[config.mk]
export PLATFORM = sky130hd
export DESIGN_NAME = ttm_timer
export DESIGN_NICKNAME = d
export VERILOG_FILES = /design/src/design/ttm_pkg.sv /design/src/design/ttm_timer.sv /design/src/design/ttm_channel.sv
export VERILOG_INCLUDE_DIRS = /design/src /design/src/design
export SDC_FILE = /design/constraint.sdc
export NUM_CORES = 1
export LEC_CHECK = 0
export ABC_CLOCK_PERIOD_IN_PS = 4800
export BUFFER_PORTS_ARGS = -buffer_cell sky130_fd_sc_hd__buf_2
export CAP_MARGIN = 15
export CORE_AREA = 2 2 195 197
export DETAILED_ROUTE_END_ITERATION = 8
export DIE_AREA = 0 0 197 199
export SLEW_MARGIN = 10
export SYNTH_ARGS = -nofsm -noshare
export SYNTH_HDL_FRONTEND = slang
export SYNTH_SLANG_ARGS = --single-unit
[constraint.sdc]
create_clock -name core_clk -period 4.8 [get_ports core_clk]
set_clock_uncertainty 0.1 [all_clocks]
set_input_delay 0.48 -clock core_clk [delete_from_list [all_inputs] [get_ports core_clk]]
set_output_delay 0.48 -clock core_clk [all_outputs]
set_load 0.02 [all_outputs]
[src/design/ttm_regs.svh]
// Purpose: offsets, field positions, codes and reset values of the triple timer
// Assumes: included by bare name from design files
// Notes:   definitions only
`ifndef TTM_REGS_SVH
`define TTM_REGS_SVH
// ---------------------------------------------
// port offsets on register_select_pins
// ---------------------------------------------
`define TTM_OFS_CNT0     2'h0
`define TTM_OFS_CNT1     2'h1
`define TTM_OFS_CNT2     2'h2
`define TTM_OFS_SETUP    2'h3
// ---------------------------------------------
// channel_setup_word fields
// ---------------------------------------------
`define TTM_SEL_HI       7
`define TTM_SEL_LO       6
`define TTM_FMT_HI       5
`define TTM_FMT_LO       4
`define TTM_MODE_B2      3
`define TTM_MODE_B1      2
`define TTM_MODE_B0      1
`define TTM_BCD_BIT      0
`define TTM_SEL_ILLEGAL  2'h3
`define TTM_FMT_LATCH    2'h0
`define TTM_FMT_LSB      2'h1
`define TTM_FMT_MSB      2'h2
`define TTM_FMT_BOTH     2'h3
`define TTM_MODE0        3'h0
`define TTM_MODE1        3'h1
`define TTM_MODE2        3'h2
`define TTM_MODE3        3'h3
`define TTM_MODE4        3'h4
`define TTM_MODE5        3'h5
// ---------------------------------------------
// reset values
// ---------------------------------------------
`define TTM_RST_MODE     3'h0
`define TTM_RST_FMT      2'h3
`define TTM_RST_CNT      16'h0000
`define TTM_RST_WAVE     1'b0
`endif

[src/design/ttm_pkg.sv]
// Purpose: shared types of the triple timer
// Assumes: nothing
// Notes:   numbers live in ttm_regs.svh
package ttm_pkg;
   typedef enum logic [1:0] {TTM_IDLE, TTM_ARMED, TTM_RUN} ttm_phase_e;
   typedef logic [15:0] ttm_count_t;
   typedef logic [2:0]  ttm_mode_t;
   typedef logic [1:0]  ttm_fmt_t;
endpackage

[src/design/ttm_timer.sv]
// Purpose: host port and programming logic of a three-channel interval timer
// Assumes: all pins synchronous to core_clk; strobes last at least two cycles
// Notes:   count clocks are sampled; one count per rising edge seen
`timescale 1ns/1ps
`include "ttm_regs.svh"
module ttm_timer (
   input  wire logic       core_clk,
   input  wire logic       sys_rst,
   input  wire logic       cs_n,
   input  wire logic       rd_n,
   input  wire logic       wr_n,
   input  wire logic [1:0] register_select_pins,
   input  wire logic [7:0] data_in,
   output logic      [7:0] data_out,
   output logic            data_oe,
   input  wire logic [2:0] count_clock_inputs,
   input  wire logic [2:0] count_enable_inputs,
   output logic      [2:0] counter_waveform_pins
);
   // ---------------------------------------------
   // state
   // ---------------------------------------------
   ttm_pkg::ttm_mode_t  mode_reg [3], mode_next [3];
   ttm_pkg::ttm_fmt_t   fmt_reg [3], fmt_next [3];
   ttm_pkg::ttm_count_t reload_reg [3], reload_next [3];
   ttm_pkg::ttm_count_t latch_reg [3], latch_next [3];
   ttm_pkg::ttm_count_t cnt_w [3];
   logic [7:0] lsb_reg [3], lsb_next [3];
   logic [2:0] bcd_reg, bcd_next;
   logic [2:0] wr_hi_reg, wr_hi_next;
   logic [2:0] rd_hi_reg, rd_hi_next;
   logic [2:0] latched_reg, latched_next;
   logic [2:0] cclk_reg, tick;
   logic [2:0] cfg_wr, load, hold;
   logic [7:0] data_out_next;
   logic       data_oe_next;
   logic       wr_prev_reg, rd_prev_reg;
   logic       wr_ev, rd_end, ctrl_ev, rd_act;
   logic [1:0] sel;
   ttm_pkg::ttm_count_t rd_val;
   ttm_pkg::ttm_mode_t  cw_mode;

   // a strobe acts once, on its leading edge for writes and trailing edge for reads
   assign wr_ev   = !cs_n && rd_n && !wr_n && wr_prev_reg;
   assign rd_end  = !cs_n && wr_n && rd_n && !rd_prev_reg;
   assign rd_act  = !cs_n && !rd_n && wr_n;
   assign ctrl_ev = wr_ev && register_select_pins == `TTM_OFS_SETUP;
   assign sel     = data_in[`TTM_SEL_HI:`TTM_SEL_LO];
   assign tick    = count_clock_inputs & ~cclk_reg;
   // middle mode bit set means mode 2 or 3 whatever the top bit says
   assign cw_mode = data_in[`TTM_MODE_B1] ?
                    {1'b0, data_in[`TTM_MODE_B1], data_in[`TTM_MODE_B0]} :
                    data_in[`TTM_MODE_B2:`TTM_MODE_B0];
   assign rd_val  = latched_reg[register_select_pins] ? latch_reg[register_select_pins]
                                                      : cnt_w[register_select_pins];

   // ---------------------------------------------
   // host port decode
   // ---------------------------------------------
   always_comb begin
      mode_next    = mode_reg;
      fmt_next     = fmt_reg;
      reload_next  = reload_reg;
      latch_next   = latch_reg;
      lsb_next     = lsb_reg;
      bcd_next     = bcd_reg;
      wr_hi_next   = wr_hi_reg;
      rd_hi_next   = rd_hi_reg;
      latched_next = latched_reg;
      cfg_wr       = 3'h0;
      load         = 3'h0;
      hold         = 3'h0;
      for (int i = 0; i < 3; i++) begin
         if (ctrl_ev && sel == i[1:0]) begin
            if (data_in[`TTM_FMT_HI:`TTM_FMT_LO] == `TTM_FMT_LATCH) begin
               if (!latched_reg[i]) begin
                  latch_next[i]   = cnt_w[i];
                  latched_next[i] = 1'b1;
               end
            end else begin
               fmt_next[i]     = data_in[`TTM_FMT_HI:`TTM_FMT_LO];
               mode_next[i]    = cw_mode;
               bcd_next[i]     = data_in[`TTM_BCD_BIT];
               wr_hi_next[i]   = 1'b0;
               rd_hi_next[i]   = 1'b0;
               latched_next[i] = 1'b0;
               cfg_wr[i]       = 1'b1;
            end
         end
         if (wr_ev && register_select_pins == i[1:0]) begin
            case (fmt_reg[i])
               `TTM_FMT_LSB: begin
                  reload_next[i] = {8'h00, data_in};
                  load[i]        = 1'b1;
               end
               `TTM_FMT_MSB: begin
                  reload_next[i] = {data_in, 8'h00};
                  load[i]        = 1'b1;
               end
               `TTM_FMT_BOTH: begin
                  if (!wr_hi_reg[i]) begin
                     lsb_next[i]   = data_in;
                     wr_hi_next[i] = 1'b1;
                     hold[i]       = 1'b1;
                  end else begin
                     reload_next[i] = {data_in, lsb_reg[i]};
                     wr_hi_next[i]  = 1'b0;
                     load[i]        = 1'b1;
                  end
               end
               default: begin
                  load[i] = 1'b0;
               end
            endcase
         end
         if (rd_end && register_select_pins == i[1:0]) begin
            if (fmt_reg[i] == `TTM_FMT_BOTH) begin
               rd_hi_next[i] = ~rd_hi_reg[i];
            end
            if (fmt_reg[i] != `TTM_FMT_BOTH || rd_hi_reg[i]) begin
               latched_next[i] = 1'b0;
            end
         end
      end
   end

   // ---------------------------------------------
   // read data and drive enable
   // ---------------------------------------------
   always_comb begin
      data_out_next = 8'h00;
      data_oe_next  = rd_act && register_select_pins != `TTM_OFS_SETUP;
      if (data_oe_next) begin
         if (fmt_reg[register_select_pins] == `TTM_FMT_MSB ||
             (fmt_reg[register_select_pins] == `TTM_FMT_BOTH && rd_hi_reg[register_select_pins])) begin
            data_out_next = rd_val[15:8];
         end else begin
            data_out_next = rd_val[7:0];
         end
      end
   end

   always_ff @(posedge core_clk) begin
      if (sys_rst) begin
         for (int i = 0; i < 3; i++) begin
            mode_reg[i]   <= `TTM_RST_MODE;
            fmt_reg[i]    <= `TTM_RST_FMT;
            reload_reg[i] <= `TTM_RST_CNT;
            latch_reg[i]  <= `TTM_RST_CNT;
            lsb_reg[i]    <= 8'h00;
         end
         bcd_reg     <= 3'h0;
         wr_hi_reg   <= 3'h0;
         rd_hi_reg   <= 3'h0;
         latched_reg <= 3'h0;
         cclk_reg    <= 3'h0;
         wr_prev_reg <= 1'b1;
         rd_prev_reg <= 1'b1;
         data_out    <= 8'h00;
         data_oe     <= 1'b0;
      end else begin
         mode_reg    <= mode_next;
         fmt_reg     <= fmt_next;
         reload_reg  <= reload_next;
         latch_reg   <= latch_next;
         lsb_reg     <= lsb_next;
         bcd_reg     <= bcd_next;
         wr_hi_reg   <= wr_hi_next;
         rd_hi_reg   <= rd_hi_next;
         latched_reg <= latched_next;
         cclk_reg    <= count_clock_inputs;
         wr_prev_reg <= wr_n;
         rd_prev_reg <= rd_n;
         data_out    <= data_out_next;
         data_oe     <= data_oe_next;
      end
   end

   // ---------------------------------------------
   // counters
   // ---------------------------------------------
   for (genvar g = 0; g < 3; g++) begin : g_ch
      ttm_channel u_ch (
         .core_clk (core_clk),
         .sys_rst  (sys_rst),
         .tick     (tick[g]),
         .gate     (count_enable_inputs[g]),
         .cfg_wr   (cfg_wr[g]),
         // the setup cycle already sees the new mode, so the output level follows the word being written
         .mode     (mode_next[g]),
         .bcd      (bcd_reg[g]),
         .load     (load[g]),
         .hold     (hold[g]),
         .reload   (reload_reg[g]),
         .count    (cnt_w[g]),
         .wave     (counter_waveform_pins[g])
      );
   end

   // ---------------------------------------------
   // checks
   // ---------------------------------------------
   float_cs_a: assert property (@(posedge core_clk) disable iff (sys_rst)
      cs_n |=> !data_oe) else $error("port driven while deselected");
   float_idle_a: assert property (@(posedge core_clk) disable iff (sys_rst)
      !cs_n && rd_n && wr_n |=> !data_oe) else $error("port driven with no strobe");
   read_drive_a: assert property (@(posedge core_clk) disable iff (sys_rst)
      rd_act && register_select_pins != `TTM_OFS_SETUP |=> data_oe) else $error("read not driven");
   read_setup_a: assert property (@(posedge core_clk) disable iff (sys_rst)
      rd_act && register_select_pins == `TTM_OFS_SETUP |=> !data_oe) else $error("setup offset driven");
   deselect_keep_a: assert property (@(posedge core_clk) disable iff (sys_rst)
      cs_n |=> $stable(fmt_reg[0]) && $stable(reload_reg[0]) && $stable(latched_reg))
      else $error("state changed while deselected");
   illegal_keep_a: assert property (@(posedge core_clk) disable iff (sys_rst)
      ctrl_ev && sel == `TTM_SEL_ILLEGAL |=> $stable(mode_reg[2]) && $stable(fmt_reg[2])
      && $stable(bcd_reg)) else $error("illegal select changed setup");
   low_first_a: assert property (@(posedge core_clk) disable iff (sys_rst)
      ctrl_ev && sel == 2'h1 && data_in[`TTM_FMT_HI:`TTM_FMT_LO] != `TTM_FMT_LATCH
      |=> !wr_hi_reg[1] ##1 !wr_hi_reg[1] || !cs_n) else $error("byte pointer not reset");
   latch_copy_a: assert property (@(posedge core_clk) disable iff (sys_rst)
      ctrl_ev && sel == 2'h1 && data_in[`TTM_FMT_HI:`TTM_FMT_LO] == `TTM_FMT_LATCH && !latched_reg[1]
      |=> latched_reg[1] && latch_reg[1] == $past(cnt_w[1])) else $error("latch missed count");
   lsb_load_a: assert property (@(posedge core_clk) disable iff (sys_rst)
      wr_ev && register_select_pins == 2'h2 && fmt_reg[2] == `TTM_FMT_LSB
      |=> reload_reg[2] == {8'h00, $past(data_in)}) else $error("low byte not loaded");
   word_load_a: assert property (@(posedge core_clk) disable iff (sys_rst)
      wr_ev && register_select_pins == 2'h2 && fmt_reg[2] == `TTM_FMT_BOTH && wr_hi_reg[2]
      |=> reload_reg[2] == {$past(data_in), $past(lsb_reg[2])}) else $error("word not assembled");
   mode_fold_a: assert property (@(posedge core_clk) disable iff (sys_rst)
      ctrl_ev && sel == 2'h2 && data_in[`TTM_FMT_HI:`TTM_FMT_LO] != `TTM_FMT_LATCH
      && data_in[`TTM_MODE_B2:`TTM_MODE_B0] == 3'h6 |=> mode_reg[2] == `TTM_MODE2)
      else $error("mode top bit not ignored");
   word_cov_c: cover property (@(posedge core_clk) disable iff (sys_rst)
      load[2] && fmt_reg[2] == `TTM_FMT_BOTH);
   latch_cov_c: cover property (@(posedge core_clk) disable iff (sys_rst)
      latched_reg[1] ##[1:50] rd_end && !latched_next[1]);
   read_cov_c: cover property (@(posedge core_clk) disable iff (sys_rst)
      data_oe && register_select_pins == 2'h0);
endmodule

[src/design/ttm_channel.sv]
// Purpose: one 16-bit down-counter with its six waveform modes
// Assumes: tick is a one-cycle pulse per rising edge of the count clock
// Notes:   gate edges are remembered until the next tick
`timescale 1ns/1ps
`include "ttm_regs.svh"
module ttm_channel (
   input  wire logic            core_clk,
   input  wire logic            sys_rst,
   input  wire logic            tick,
   input  wire logic            gate,
   input  wire logic            cfg_wr,
   input  wire ttm_pkg::ttm_mode_t mode,
   input  wire logic            bcd,
   input  wire logic            load,
   input  wire logic            hold,
   input  wire ttm_pkg::ttm_count_t reload,
   output ttm_pkg::ttm_count_t  count,
   output logic                 wave
);
   ttm_pkg::ttm_phase_e phase_reg, phase_next;
   ttm_pkg::ttm_count_t cnt_reg, cnt_next;
   logic wave_reg, wave_next, gate_reg, trig_reg, trig_next;
   logic hw_trig, m23;

   // binary or four-decade decrement; zero wraps, giving a full count
   function automatic ttm_pkg::ttm_count_t dec(input ttm_pkg::ttm_count_t v, input logic b);
      ttm_pkg::ttm_count_t r;
      logic borrow;
      r = v;
      borrow = 1'b1;
      if (!b) begin
         r = v - 16'h0001;
      end else begin
         for (int k = 0; k < 4; k++) begin
            if (borrow) begin
               if (v[k*4 +: 4] == 4'h0) begin
                  r[k*4 +: 4] = 4'h9;
               end else begin
                  r[k*4 +: 4] = v[k*4 +: 4] - 4'h1;
                  borrow = 1'b0;
               end
            end
         end
      end
      return r;
   endfunction

   assign hw_trig = (mode == `TTM_MODE1) || (mode == `TTM_MODE5);
   assign m23     = (mode == `TTM_MODE2) || (mode == `TTM_MODE3);
   assign count   = cnt_reg;
   assign wave    = wave_reg;

   // ---------------------------------------------
   // counting
   // ---------------------------------------------
   always_comb begin
      phase_next = phase_reg;
      cnt_next   = cnt_reg;
      wave_next  = wave_reg;
      trig_next  = trig_reg | (gate & ~gate_reg);
      if (cfg_wr) begin
         cnt_next   = `TTM_RST_CNT;
         wave_next  = (mode != `TTM_MODE0);
         phase_next = ttm_pkg::TTM_IDLE;
         trig_next  = 1'b0;
      end else begin
         if (load && (!m23 || phase_reg != ttm_pkg::TTM_RUN) && !(hw_trig && phase_reg == ttm_pkg::TTM_RUN)) begin
            phase_next = ttm_pkg::TTM_ARMED;
         end
         if (load && (mode == `TTM_MODE0 || mode == `TTM_MODE4)) begin
            phase_next = ttm_pkg::TTM_ARMED;
         end
         if (hold && mode == `TTM_MODE0) begin
            phase_next = ttm_pkg::TTM_IDLE;
         end
         if (m23 && !gate) begin
            wave_next = 1'b1;
            if (phase_reg == ttm_pkg::TTM_RUN) begin
               phase_next = ttm_pkg::TTM_ARMED;
            end
         end
         if (tick && phase_next == phase_reg) begin
            trig_next = 1'b0;
            case (phase_reg)
               ttm_pkg::TTM_ARMED: begin
                  if ((!hw_trig || trig_reg) && (!m23 || gate)) begin
                     cnt_next   = reload;
                     phase_next = ttm_pkg::TTM_RUN;
                     wave_next  = !(mode == `TTM_MODE0 || mode == `TTM_MODE1);
                  end
               end
               ttm_pkg::TTM_RUN: begin
                  if (trig_reg && (hw_trig || mode == `TTM_MODE4)) begin
                     cnt_next  = reload;
                     wave_next = (mode != `TTM_MODE1);
                  end else if (gate || hw_trig) begin
                     cnt_next = dec(cnt_reg, bcd);
                     case (mode)
                        `TTM_MODE0: begin
                           if (cnt_reg == 16'h0001) wave_next = 1'b1;
                        end
                        `TTM_MODE1: begin
                           if (cnt_reg == 16'h0001) begin
                              wave_next  = 1'b1;
                              phase_next = ttm_pkg::TTM_ARMED;
                           end
                        end
                        `TTM_MODE2: begin
                           wave_next = (cnt_reg != 16'h0002);
                           if (cnt_reg == 16'h0001) cnt_next = reload;
                        end
                        `TTM_MODE3: begin
                           // two steps per tick; odd counts give the longer half to the high level
                           cnt_next = dec(dec(cnt_reg, bcd), bcd);
                           if (cnt_reg == 16'h0002 || (wave_reg && cnt_reg == 16'h0001)) begin
                              wave_next = ~wave_reg;
                              cnt_next  = (wave_reg && reload[0]) ? dec(reload, bcd) : reload;
                           end
                        end
                        default: begin
                           wave_next = (cnt_reg != 16'h0001);
                           if (cnt_reg == 16'h0001) phase_next = hw_trig ? ttm_pkg::TTM_ARMED : ttm_pkg::TTM_IDLE;
                        end
                     endcase
                  end
               end
               default: begin
                  if (mode == `TTM_MODE4 || mode == `TTM_MODE5) wave_next = 1'b1;
               end
            endcase
         end
      end
   end

   always_ff @(posedge core_clk) begin
      if (sys_rst) begin
         phase_reg <= ttm_pkg::TTM_IDLE;
         cnt_reg   <= `TTM_RST_CNT;
         wave_reg  <= `TTM_RST_WAVE;
         gate_reg  <= 1'b0;
         trig_reg  <= 1'b0;
      end else begin
         phase_reg <= phase_next;
         cnt_reg   <= cnt_next;
         wave_reg  <= wave_next;
         gate_reg  <= gate;
         trig_reg  <= trig_next;
      end
   end

   // ---------------------------------------------
   // checks
   // ---------------------------------------------
   cfg_clears_a: assert property (@(posedge core_clk) disable iff (sys_rst)
      cfg_wr |=> cnt_reg == 16'h0000) else $error("count not cleared by setup");
   mode0_low_a: assert property (@(posedge core_clk) disable iff (sys_rst)
      cfg_wr && mode == `TTM_MODE0 |=> !wave_reg) else $error("mode 0 output not low");
   gate_hold_a: assert property (@(posedge core_clk) disable iff (sys_rst)
      phase_reg == ttm_pkg::TTM_RUN && mode == `TTM_MODE0 && !gate && !cfg_wr && !trig_reg
      |=> $stable(cnt_reg)) else $error("counted with gate low");
   gate_force_a: assert property (@(posedge core_clk) disable iff (sys_rst)
      m23 && !gate && !cfg_wr |=> wave_reg) else $error("output not forced high");
   run_cov_c: cover property (@(posedge core_clk) disable iff (sys_rst)
      phase_reg == ttm_pkg::TTM_RUN && mode == `TTM_MODE3 && $changed(wave_reg));
endmodule

==> results.yml <==
floorplan:
  floorplan.die_area_mm2: 0.0392
  die-width_um: 197
  chipHeight_um: 199
  start_util_pct: 48.3
  core_region_area_mm2: 0.0371
  pin_count: 33
  floorplan_row_count: 71
placement:
  place_ws_ns: 0.822
  placement_cell_area_mm2: 0.0183
  dp_hpwl_um: 47200
  port_buffers: 32
  finalWeightedCongestion: 0.977
sta:
  period_minus_slack_ns: 4.06
  rsz0062_at_grt: "no"
  final-max-slew-violation-count: 0
  tightestPinTransition_ns: 1.03
  max_slew_margin_pct: 31.2
  final_hold_viol_count: 0
  fin_hold_ws_ns: 0.0356
  worst_slack_setup_final_ns: 0.744
  totalNegativeSetupSlack_ns: 0
  report.final.setup_viol: 0
  layout_worst_path_cycle_share_pct: 84.5
  max_clock_freq_ghz: 0.247
cells_and_area:
  mostFrequentLayoutCell: "sky130_fd_sc_hd__nand2_1"
  postLayoutCellArea_mm2: 0.0193
  layout-drive-gt1-share_pct: 8.90
  layout_common_cells: "sky130_fd_sc_hd__nand2_1 (322), sky130_fd_sc_hd__a21oi_1 (259), sky130_fd_sc_hd__dfxtp_1 (224), sky130_fd_sc_hd__nor2_1 (206), sky130_fd_sc_hd__o21ai_0 (131)"
  num_antenna_cells: 0
  finalNetCount: 2490
  postLayoutCoreUtil_pct: 51.9
  area_growth_syn_to_layout_pct: 7.50
logic_synthesis:
  ys_dominant_reg_cell: "sky130_fd_sc_hd__dfxtp_1"
  syn_area_mm2: 0.0179
  syn_avg_cell_area_um2: 7.14
  yosys_register_bits: 224
  synth_cell_type_count: 100
  netlist_top_cells_area: "sky130_fd_sc_hd__dfxtp_1 (25%), sky130_fd_sc_hd__a21oi_1 (7.2%), sky130_fd_sc_hd__nand2_1 (6.7%), sky130_fd_sc_hd__nor2_1 (4.3%), sky130_fd_sc_hd__mux2i_1 (4.2%)"
  synth_largest_area_cell: "sky130_fd_sc_hd__dfxtp_1"
  synth_sequential_area_ratio_pct: 25.0
  share_of_flip_flops_with_an_asynchronous_set_or_reset_after_synthesis_pct: 0
  yosys.area.top_type_share_pct: 25.0
  synth.net_count: 2575
  synthesis.instances: 2512
  yosysWarningCount: 0
  synth-edff-count: 0
global_routing:
  largest_net_degree_at_the_start_of_global_routing: 79
  globalRouteTotalUtil_pct: 32.1
  grt_overflow_total: 0
  grt_pass1_wl_um: 100000
  first_global_vias: 17678
  initial_antenna_violation_count: 1
detailed_routing:
  routed_wl_um: 64300
  wl_per_cell_um: 22.0
  detail_route.drc_violations: 0
  first_pass_detailed_route_iteration_total: 5
  initialDrtViolationCount: 1877
  route.detailed.vias_per_inst: 6.53
  vias: 19076
  postRouteAntennaNets: 0
clock_tree:
  clock_path_buffers: 3
  cts_tree: "built"
  cts.hold.buffers_added: 0
  clk_latency_ns: 0.58
  clockRootBuffer: "sky130_fd_sc_hd__clkbuf_16"
  clk_slew_on_worst_s_h_paths_ns: 0.06
  numClockSinks: 224
  cts_made_buffers: 29
  cts-htree-levels: 1
  number_of_resized_instances_in_the_post_cts_repair_step: 0
  postcts_setup_bufs: 0
worst_setup_path:
  worstSetupEndpointType: "flip-flop"
  critPathKind: "flip-flop to flip-flop"
  worst-endpoint-arrival_ns: 4.40
  required_time_of_the_critical_path_ns: 5.14
  crit_fanout: 23
  critical_path.startpoint_type: "flip-flop"
power:
  power_density_mw_per_mm2: 223
  static-leakage-power_nw: 6.92
  peakVddDrop_mv: 0.266
hold_path:
  hp-class: "input pin to flip-flop"
outcome:
  run_status: "complete, no violations"
run:
  maximum_capacitance_violations: 0
-- Yosys cell counts, types with 7 or more instances --
library cell,number
sky130_fd_sc_hd__a22oi_1,13
sky130_fd_sc_hd__or2_2,17
sky130_fd_sc_hd__inv_1,77
sky130_fd_sc_hd__clkbuf_1,154
sky130_fd_sc_hd__a211oi_1,62
sky130_fd_sc_hd__or4_1,15
sky130_fd_sc_hd__a221o_1,9
sky130_fd_sc_hd__o32ai_1,8
sky130_fd_sc_hd__nor2_1,206
sky130_fd_sc_hd__ha_1,42
sky130_fd_sc_hd__a2bb2oi_1,7
sky130_fd_sc_hd__nor4_1,32
sky130_fd_sc_hd__o22ai_1,24
sky130_fd_sc_hd__or3_1,23
sky130_fd_sc_hd__nor3b_1,36
sky130_fd_sc_hd__xnor2_1,33
sky130_fd_sc_hd__and3_1,19
sky130_fd_sc_hd__buf_1,14
sky130_fd_sc_hd__o21ai_1,8
sky130_fd_sc_hd__a221oi_1,17
sky130_fd_sc_hd__nand2_1,322
sky130_fd_sc_hd__nor3_1,90
sky130_fd_sc_hd__mux2_2,13
sky130_fd_sc_hd__nand3b_1,10
sky130_fd_sc_hd__mux2i_1,76
sky130_fd_sc_hd__and2_1,28
sky130_fd_sc_hd__a31oi_1,30
sky130_fd_sc_hd__o211ai_1,54
sky130_fd_sc_hd__nand4_1,28
sky130_fd_sc_hd__a21oi_1,259
sky130_fd_sc_hd__o21ai_0,131
sky130_fd_sc_hd__nor4_2,7
sky130_fd_sc_hd__a21o_1,12
sky130_fd_sc_hd__a2111oi_0,9
sky130_fd_sc_hd__dfxtp_1,224
sky130_fd_sc_hd__xor2_1,22
sky130_fd_sc_hd__nor2b_1,27
sky130_fd_sc_hd__a211o_1,14
sky130_fd_sc_hd__nand3_1,97
sky130_fd_sc_hd__nand2b_1,29
sky130_fd_sc_hd__o31a_1,7
sky130_fd_sc_hd__buf_2,33
sky130_fd_sc_hd__o21a_1,11
sky130_fd_sc_hd__o31ai_1,13
-- where the power goes --
group	internal [mW]	total (mW)	switching (mW)
Sequential	1.87	1.88	0.00949
Clock	1.28	2.19	0.913
Combinational	0.0629	0.219	0.156
Total	3.21	4.29	1.08
-- final timing paths --
kind                               from                     end  slack [ns]  cells after the start
hold / removal    count_clock_inputs[1]             cclk_reg[1]        0.04                      2
setup reg to reg  g_ch[2].u_ch.count[0]  g_ch[2].u_ch.count[13]        0.74                     10
hold reg to reg           latch_reg[38]           latch_reg[38]        0.35                      2
setup / recovery  g_ch[2].u_ch.count[0]  g_ch[2].u_ch.count[13]        0.74                     10
-- logic make-up (layout without fill, tap and decap cells) --
kind of cell             after synthesis  count (layout)  synth area share, %
AO/OA/AOI/OAI                        780             780                 28.6
XOR/XNOR                              55              55                 2.69
adder cells (fa/ha/maj)               42              42                 2.93
buffers and inverters                285             222                 6.43
flip-flops                           224             224                 25.0
multiplexers                          90              90                 5.14
AND/OR/NAND/NOR                     1036            1036                 29.2
-- per-stage QoR --
stage	cells	total power, mW
2_1_floorplan	2512	2.05
3_3_place_gp	2870	2.13
3_5_place_dp	2870	2.13
4_1_cts	2923	4.32
5_1_grt	2923	4.41
6_report	2923	4.29
-- layer usage --
metal	up-vias	share of wire, %	GRT usage [%]
li1	9077	-	-
met1	9064	44	43.6
met2	815	45	52.5
met3	120	8.0	4.90
met4	0	2.9	9.75
met5	-	0	0
-- worst max-delay path, stage by stage, from the launching register on --
cell and delay, ns:
sky130_fd_sc_hd__dfxtp_1 0.71, sky130_fd_sc_hd__inv_1 0.20, sky130_fd_sc_hd__ha_1 0.52, sky130_fd_sc_hd__or3_1 0.43
sky130_fd_sc_hd__o31ai_2 0.45, sky130_fd_sc_hd__and4b_1 0.34, sky130_fd_sc_hd__nand4_1 0.19, sky130_fd_sc_hd__a211o_1 0.36
sky130_fd_sc_hd__a21o_1 0.15, sky130_fd_sc_hd__a222oi_1 0.33, sky130_fd_sc_hd__a21oi_1 0.12
-- cell type report --
class	instances	area, um^2
fillers	3787	17900
multi-input cells	2003	12400
flip-flops and latches	224	4480
clock buffers	37	796
repair buffers	92	613
well taps	474	593
inverters	77	289
clock inverters	16	151
Note: power is estimated with default switching activity, not from simulation.
